==> src/hdl/pkc_defs.svh <==
// Constants for the pad keeper control register block
`ifndef PKC_DEFS_SVH
`define PKC_DEFS_SVH

// Register map (byte address within the block)
`define PKC_ADDR_W 4
`define PKC_CTRL_OFFSET 4'h0
`define PKC_ID_OFFSET 4'h4

// Control register layout
`define PKC_CTRL_RESET 8'h00
`define PKC_BIT_DEBUG 7
`define PKC_BIT_SCAN 6
`define PKC_BIT_WDOG 5
`define PKC_BIT_HCTRL 4
`define PKC_BIT_HDATA 3
`define PKC_BIT_MCTRL 2
`define PKC_BIT_MDATA 1
`define PKC_BIT_MADDR 0

// Pin group widths and pull pin indices
`define PKC_HCTRL_W 10
`define PKC_HCTRL_PD_PIN 1
`define PKC_HDATA_W 8
`define PKC_MCTRL_W 16
`define PKC_MCTRL_PU_A 3
`define PKC_MCTRL_PU_B 14
`define PKC_MDATA_W 32
`define PKC_MADDR_W 20

// Block identity word (value is arbitrary)
`define PKC_ID_VALUE 32'h00005A01

`endif

==> src/hdl/pkc_pkg.sv <==
// Types for the pad keeper control register block
`default_nettype none
package pkc_pkg;
   typedef logic [7:0] pkc_ctrl_t;
   typedef enum logic {PKC_IDLE, PKC_ACK} pkc_state_t;
endpackage
`default_nettype wire

==> src/hdl/pkc_pad_keeper_control.sv <==
// Pad keeper control register with classic Wishbone slave and pad enables
//
// Behaviour
// - Bit 7 clear enables both debug pin pull-ups; set disables them; reset 0.
// - Bit 6 clear enables scan port pull-ups and pull-down; set disables; reset 0.
// - Bit 5 clear enables interrupt/watchdog pin pull-up; set disables; reset 0.
// - Bit 4 controls host control pins: pin 1 pull-down, others pull-up.
// - Bit 3 clear enables holders on eight host data pins; reset 0.
// - Bit 2 controls sixteen memory control keepers; pins 3, 14 pull-ups.
// - Bit 1 clear enables holders on 32 memory data pins; reset 0.
// - Bit 0 clear enables holders on memory address pins 21..2; reset 0.
// - Keeper enables follow control bits regardless of pin function.
`include "pkc_defs.svh"
`default_nettype none

module pkc_pad_keeper_control
   import pkc_pkg::*;
(
   input wire logic clk_i,
   input wire logic rst_i,
   // Classic Wishbone slave
   input wire logic wb_cyc_i,
   input wire logic wb_stb_i,
   input wire logic wb_we_i,
   input wire logic [`PKC_ADDR_W-1:0] wb_adr_i,
   input wire logic [3:0] wb_sel_i,
   input wire logic [31:0] wb_dat_i,
   output logic [31:0] wb_dat_o,
   output logic wb_ack_o,
   output logic wb_err_o,
   // Active-high pad keeper enables
   output logic [1:0] debug_pullup_en_o,
   output logic [2:0] scan_pullup_en_o,
   output logic scan_pulldown_en_o,
   output logic watchdog_pullup_en_o,
   output logic [`PKC_HCTRL_W-1:0] host_ctrl_pullup_en_o,
   output logic [`PKC_HCTRL_W-1:0] host_ctrl_pulldown_en_o,
   output logic [`PKC_HDATA_W-1:0] host_data_holder_en_o,
   output logic [`PKC_MCTRL_W-1:0] mem_ctrl_pullup_en_o,
   output logic [`PKC_MCTRL_W-1:0] mem_ctrl_holder_en_o,
   output logic [`PKC_MDATA_W-1:0] mem_data_holder_en_o,
   output logic [`PKC_MADDR_W-1:0] mem_addr_holder_en_o
);

   // ****************************************************************
   // Functions
   // ****************************************************************

   // Widen a stored disable bit into an active-high enable vector
   function automatic logic [31:0] pkc_enable(input logic dis);
      pkc_enable = dis ? 32'h00000000 : 32'hFFFFFFFF;
   endfunction

   // ****************************************************************
   // Bus decode
   // ****************************************************************

   pkc_ctrl_t ctrl_r;
   pkc_ctrl_t ctrl_nxt;
   pkc_state_t state_r;
   logic [31:0] rdata_nxt;
   logic [31:0] dat_r;
   logic ack_r;
   logic err_r;

   wire logic req_w = wb_cyc_i & wb_stb_i & (state_r == PKC_IDLE);
   wire logic hit_ctrl_w = (wb_adr_i == `PKC_CTRL_OFFSET);
   wire logic hit_id_w = (wb_adr_i == `PKC_ID_OFFSET);
   wire logic hit_w = hit_ctrl_w | hit_id_w;
   // Only byte lane 0 holds writable bits; upper lanes are dropped
   wire logic wr_ctrl_w = req_w & wb_we_i & hit_ctrl_w & wb_sel_i[0];

   // Next control value; reserved bits 31..8 have no storage at all
   assign ctrl_nxt = wr_ctrl_w ? wb_dat_i[7:0] : ctrl_r;

   // Read data: control byte in low bits with upper bits zero, or the ID word
   assign rdata_nxt = hit_ctrl_w ? {24'h000000, ctrl_r} :
                      hit_id_w ? `PKC_ID_VALUE : 32'h00000000;

   // ****************************************************************
   // Registers
   // ****************************************************************

   // Control byte, all groups enabled at reset
   always_ff @(posedge clk_i) begin
      if (rst_i) begin
         ctrl_r <= `PKC_CTRL_RESET;
      end else begin
         ctrl_r <= ctrl_nxt;
      end
   end

   // Single-cycle answer; ack drops the cycle after so the master can release
   always_ff @(posedge clk_i) begin
      if (rst_i) begin
         state_r <= PKC_IDLE;
         ack_r <= 1'b0;
         err_r <= 1'b0;
         dat_r <= 32'h00000000;
      end else begin
         unique case (state_r)
            PKC_IDLE: begin
               ack_r <= req_w & hit_w;
               err_r <= req_w & ~hit_w; // Unmapped address answered with err
               dat_r <= (req_w & ~wb_we_i) ? rdata_nxt : 32'h00000000;
               state_r <= req_w ? PKC_ACK : PKC_IDLE;
            end
            PKC_ACK: begin
               ack_r <= 1'b0;
               err_r <= 1'b0;
               dat_r <= 32'h00000000;
               state_r <= PKC_IDLE;
            end
         endcase
      end
   end

   assign wb_ack_o = ack_r;
   assign wb_err_o = err_r;
   assign wb_dat_o = dat_r;

   // ****************************************************************
   // Pad enables
   // ****************************************************************

   // Registered enables; they ignore pin function muxing entirely
   logic [1:0] dbg_r;
   logic [2:0] scu_r;
   logic scd_r;
   logic wdg_r;
   logic [`PKC_HCTRL_W-1:0] hcu_r;
   logic [`PKC_HCTRL_W-1:0] hcd_r;
   logic [`PKC_HDATA_W-1:0] hd_r;
   logic [`PKC_MCTRL_W-1:0] mcu_r;
   logic [`PKC_MCTRL_W-1:0] mch_r;
   logic [`PKC_MDATA_W-1:0] md_r;
   logic [`PKC_MADDR_W-1:0] ma_r;

   // Host control: one pull-down pin, the rest pull-ups
   wire logic [`PKC_HCTRL_W-1:0] hc_pd_mask_w = `PKC_HCTRL_W'(1) << `PKC_HCTRL_PD_PIN;
   // Memory control: two pull-up pins, the rest holders
   wire logic [`PKC_MCTRL_W-1:0] mc_pu_mask_w =
      (`PKC_MCTRL_W'(1) << `PKC_MCTRL_PU_A) | (`PKC_MCTRL_W'(1) << `PKC_MCTRL_PU_B);

   wire logic [31:0] hc_en_w = pkc_enable(ctrl_r[`PKC_BIT_HCTRL]);
   wire logic [31:0] mc_en_w = pkc_enable(ctrl_r[`PKC_BIT_MCTRL]);

   // Enables are driven from the stored bits, one cycle after a write lands
   always_ff @(posedge clk_i) begin
      if (rst_i) begin
         dbg_r <= 2'h3;
         scu_r <= 3'h7;
         scd_r <= 1'b1;
         wdg_r <= 1'b1;
         hcu_r <= ~hc_pd_mask_w;
         hcd_r <= hc_pd_mask_w;
         hd_r <= {`PKC_HDATA_W{1'b1}};
         mcu_r <= mc_pu_mask_w;
         mch_r <= ~mc_pu_mask_w;
         md_r <= {`PKC_MDATA_W{1'b1}};
         ma_r <= {`PKC_MADDR_W{1'b1}};
      end else begin
         dbg_r <= {2{~ctrl_r[`PKC_BIT_DEBUG]}};
         scu_r <= {3{~ctrl_r[`PKC_BIT_SCAN]}};
         scd_r <= ~ctrl_r[`PKC_BIT_SCAN];
         wdg_r <= ~ctrl_r[`PKC_BIT_WDOG];
         hcu_r <= hc_en_w[`PKC_HCTRL_W-1:0] & ~hc_pd_mask_w;
         hcd_r <= hc_en_w[`PKC_HCTRL_W-1:0] & hc_pd_mask_w;
         hd_r <= {`PKC_HDATA_W{~ctrl_r[`PKC_BIT_HDATA]}};
         mcu_r <= mc_en_w[`PKC_MCTRL_W-1:0] & mc_pu_mask_w;
         mch_r <= mc_en_w[`PKC_MCTRL_W-1:0] & ~mc_pu_mask_w;
         md_r <= {`PKC_MDATA_W{~ctrl_r[`PKC_BIT_MDATA]}};
         ma_r <= {`PKC_MADDR_W{~ctrl_r[`PKC_BIT_MADDR]}};
      end
   end

   assign debug_pullup_en_o = dbg_r;
   assign scan_pullup_en_o = scu_r;
   assign scan_pulldown_en_o = scd_r;
   assign watchdog_pullup_en_o = wdg_r;
   assign host_ctrl_pullup_en_o = hcu_r;
   assign host_ctrl_pulldown_en_o = hcd_r;
   assign host_data_holder_en_o = hd_r;
   assign mem_ctrl_pullup_en_o = mcu_r;
   assign mem_ctrl_holder_en_o = mch_r;
   assign mem_data_holder_en_o = md_r;
   assign mem_addr_holder_en_o = ma_r;

endmodule // pkc_pad_keeper_control
`default_nettype wire

==> config.mk <==
export PLATFORM = sky130hd
export DESIGN_NAME = pkc_pad_keeper_control
export DESIGN_NICKNAME = d
export VERILOG_FILES = /design/src/hdl/pkc_pkg.sv /design/src/hdl/pkc_pad_keeper_control.sv
export VERILOG_INCLUDE_DIRS = /design/src /design/src/hdl
export SDC_FILE = /design/constraint.sdc
export NUM_CORES = 1
export LEC_CHECK = 0
export BUFFER_PORTS_ARGS = -buffer_cell sky130_fd_sc_hd__buf_2
export CAP_MARGIN = 20
export CORE_UTILIZATION = 32
export DETAILED_ROUTE_END_ITERATION = 10
export PLACE_DENSITY_LB_ADDON = 0.12
export RECOVER_POWER = 100
export SETUP_SLACK_MARGIN = 0.05
export SLEW_MARGIN = 40
export SYNTH_ARGS = -nofsm -noshare
export SYNTH_HDL_FRONTEND = slang
export SYNTH_SLANG_ARGS = --single-unit
==> constraint.sdc <==
create_clock -name clk_i -period 1.7 [get_ports clk_i]
set_input_delay 0.34 -clock clk_i [delete_from_list [all_inputs] [get_ports clk_i]]
set_output_delay 0.34 -clock clk_i [all_outputs]
set_load 0.01 [all_outputs]
==> impl_metrics.csv <==
group,metric,value,unit
sta,worstMarginPinSlew,0.519,ns
die,die-area,6260,um2
clock_network,post_cts_buffers,0,
critical_path,crit_path_max_incr_delay,0.40,ns
global_routing,grt_use_met3,0.0253,
detailed_routing,antenna_left,0,
critical_path,cp_num_buf_inv,2,
placement,port_buffers,124,
critical_path,cp_common_cell,"or3_1",
global_routing,grt_pass1_wl,3730,um
logic_synthesis,synth_area,1900,um2
final_layout,final_common_cell,"clkbuf_1",
pwr,peakVddDrop,319,uV
global_routing,first_global_vias,749,
status,outcome,"finished, final reports clean",
pwr,power_leakage,0.737,nW
logic_synthesis,ys_warn_count,0,
clock_network,cts-buffers-inserted,3,
critical_path,path_cells,"buf_2 -> or3_1 -> or3_1 -> clkbuf_1 -> nor3b_1",
sta,fin_crit_sh,0.869,
sta,whs,0.320,ns
sta,slew_headroom,0.654,
detailed_routing,drt-total-wl,2860,um
global_routing,grt_busiest_layer,"met2",
critical_path,worstSetupPathType,"in2reg",
detailed_routing,dr.pass1.iters,4,
logic_synthesis,synth_cells,210,
die,initial_core_util,0.340,
sta,drv_slew,0,
logic_synthesis,avgSynthCellArea,9.07,um2
critical_path,critical_path.slowest_cell,"or3_1",
placement,dp.cells,322,
final_layout,final_cell_mix,"80 x clkbuf_1, 48 x buf_2, 46 x conb_1",
placement,place_congestion,0.613,
detailed_routing,wl_per_cell,8.79,um
sta,final_hold_viol_count,0,
global_routing,gr-usage-all-layers,0.0774,
global_routing,grt_max_degree,33,
clock_network,ctsHoldBuffers,0,
detailed_routing,drc,0,
die,die_h,79.1,um
clock_network,cts_tree,"built",
flow_run,cap_violations,0,
clock_network,clock-sinks,28,
logic_synthesis,yosysUniqueCellTypes,16,
placement,hpwlAfterDp,2210,um
final_layout,drive_gt1_frac,0.224,
die,core,5610,um2
sta,fin_crit,1.48,ns
global_routing,use_met1,0.0943,
final_layout,nets,300,
detailed_routing,vias,1080,
die,rows,27,
clock_network,root_buffer,"clkbuf_8",
sta,rsz0062_at_grt,"false",
sta,final.setup_skew,0.00243,ns
clock_network,cts_max_path_buffers,2,
global_routing,grt-ovfl-total,0,
detailed_routing,drtIter0Drc,8,
critical_path,critPathTopFamily,"simple AND/OR/NAND/NOR gates",
final_layout,diodes,0,
die,fp.dieW,79.1,um
detailed_routing,vias_per_cell,3.31,
clock_network,clk_pin_slew_worst_paths,0.09,ns
critical_path,cp_max_fo,9,
global_routing,antenna_found_initial,0,
final_layout,final_cell_count_no_fill,326,
final_layout,finish.utilization,0.315,
critical_path,worst_setup_path_start_kind,"input port",
final_layout,area_growth_syn_to_layout,-7.36,%
logic_synthesis,ys_seq_elements,28,
pwr,power_density,663,nW/um2
clock_network,cts.htree.levels,1,
clock_network,ctsResizeCount,0,
global_routing,met2_usage,0.124,
critical_path,arrival,1.67,ns
critical_path,worstPathRequired,1.89,ns
sta,finalSetupViolCount,0,
die,ios,198,
critical_path,crit_path_end_kind,"flop",
sta,max_freq,677,MHz
min_path,hold_path.class,"in2reg",
logic_synthesis,synth_seq_area_share,0.294,
clock_network,clock_latency,0.27,ns
[flip-flops by register name, indices dropped and copies added (netlist names)]
signal / count
mem_data_holder_en_o: 1
debug_pullup_en_o: 1
state_r: 1
wb_err_o: 1
host_ctrl_pullup_en_o: 1
mem_ctrl_pullup_en_o: 1
mem_addr_holder_en_o: 1
wb_dat_o: 9
scan_pulldown_en_o: 1
ctrl_r: 8
watchdog_pullup_en_o: 1
wb_ack_o: 1
host_data_holder_en_o: 1
[synth_stat cells (all sizes together)]
cell type  instances  share of area
buf              134           0.53
clkbuf             3         0.0059
conb               1         0.0020
dfxtp             28           0.29
inv                2         0.0039
mux2i              8          0.042
nand2              1         0.0020
nand2b            16          0.053
nand3b             1         0.0039
nand4bb            1         0.0059
nor2               4         0.0079
nor2b              1         0.0033
nor3b              7          0.028
nor4               1          0.011
or3                2         0.0092
[power by group]
part	internal, mW	switching, mW	total [mW]
clock	0.207	0.201	0.408
combinational	0.0295	0.0727	0.102
sequential	0.658	0.00139	0.660
total	0.895	0.275	1.17
[kinds of logic (layout without fill, tap and decap cells)]
family,Yosys count,after routing,synth area share
other,1,46,0.00197
muxes,8,8,0.0421
buffers and inverters,139,138,0.538
DFF,28,28,0.294
and+or+nand+nor,34,34,0.124
[worst reg2reg max path: cells and delay by family, from the launching register on]
family / cells / cell delay [ns]
flip-flops: 1 / 0.33
buffers and inverters: 1 / 0.25
AND/OR/NAND/NOR: 3 / 0.74
[final timing paths]
kind	to	start	slack, ns	cells past startpoint
setup / recovery	wb_dat_o[5]	wb_adr_i[3]	0.22	5
hold / removal	ctrl_r[3]	wb_dat_i[3]	0.32	3
hold reg to reg	debug_pullup_en_o[0]	ctrl_r[7]	0.42	1
setup reg to reg	wb_dat_o[5]	state_r	0.30	4
[per-stage QoR]
step | setup TNS, ns | power (mW) | instance area, um2 | worst slack, ns
2_1_floorplan | 0 | 0.828 | 2070 | 0.110
3_3_place_gp | -0.0153 | 0.782 | 1830 | -0.00785
4_1_cts | 0 | 1.20 | 1880 | 0.266
6_report | 0 | 1.17 | 1760 | 0.222
3_5_place_dp | -0.0443 | 0.781 | 1830 | -0.0165
5_1_grt | 0 | 1.24 | 1760 | 0.0767
[cell type report]
class	instances	area [um2]
fillers	676	3840
repair buffers	132	568
flip-flops and latches	28	561
multi-input cells	88	483
well taps	72	90.1
clock buffers	4	55.1
inverters	2	7.51
[metal layers]
| metal | wire (um) | vias up |
|---|---|---|
| li1 | - | 556 |
| met1 | 1200 | 443 |
| met2 | 1350 | 79 |
| met3 | 294 | 2 |
| met4 | 17 | 0 |
| met5 | 0 | - |
Power figures use the tool's default switching activity.
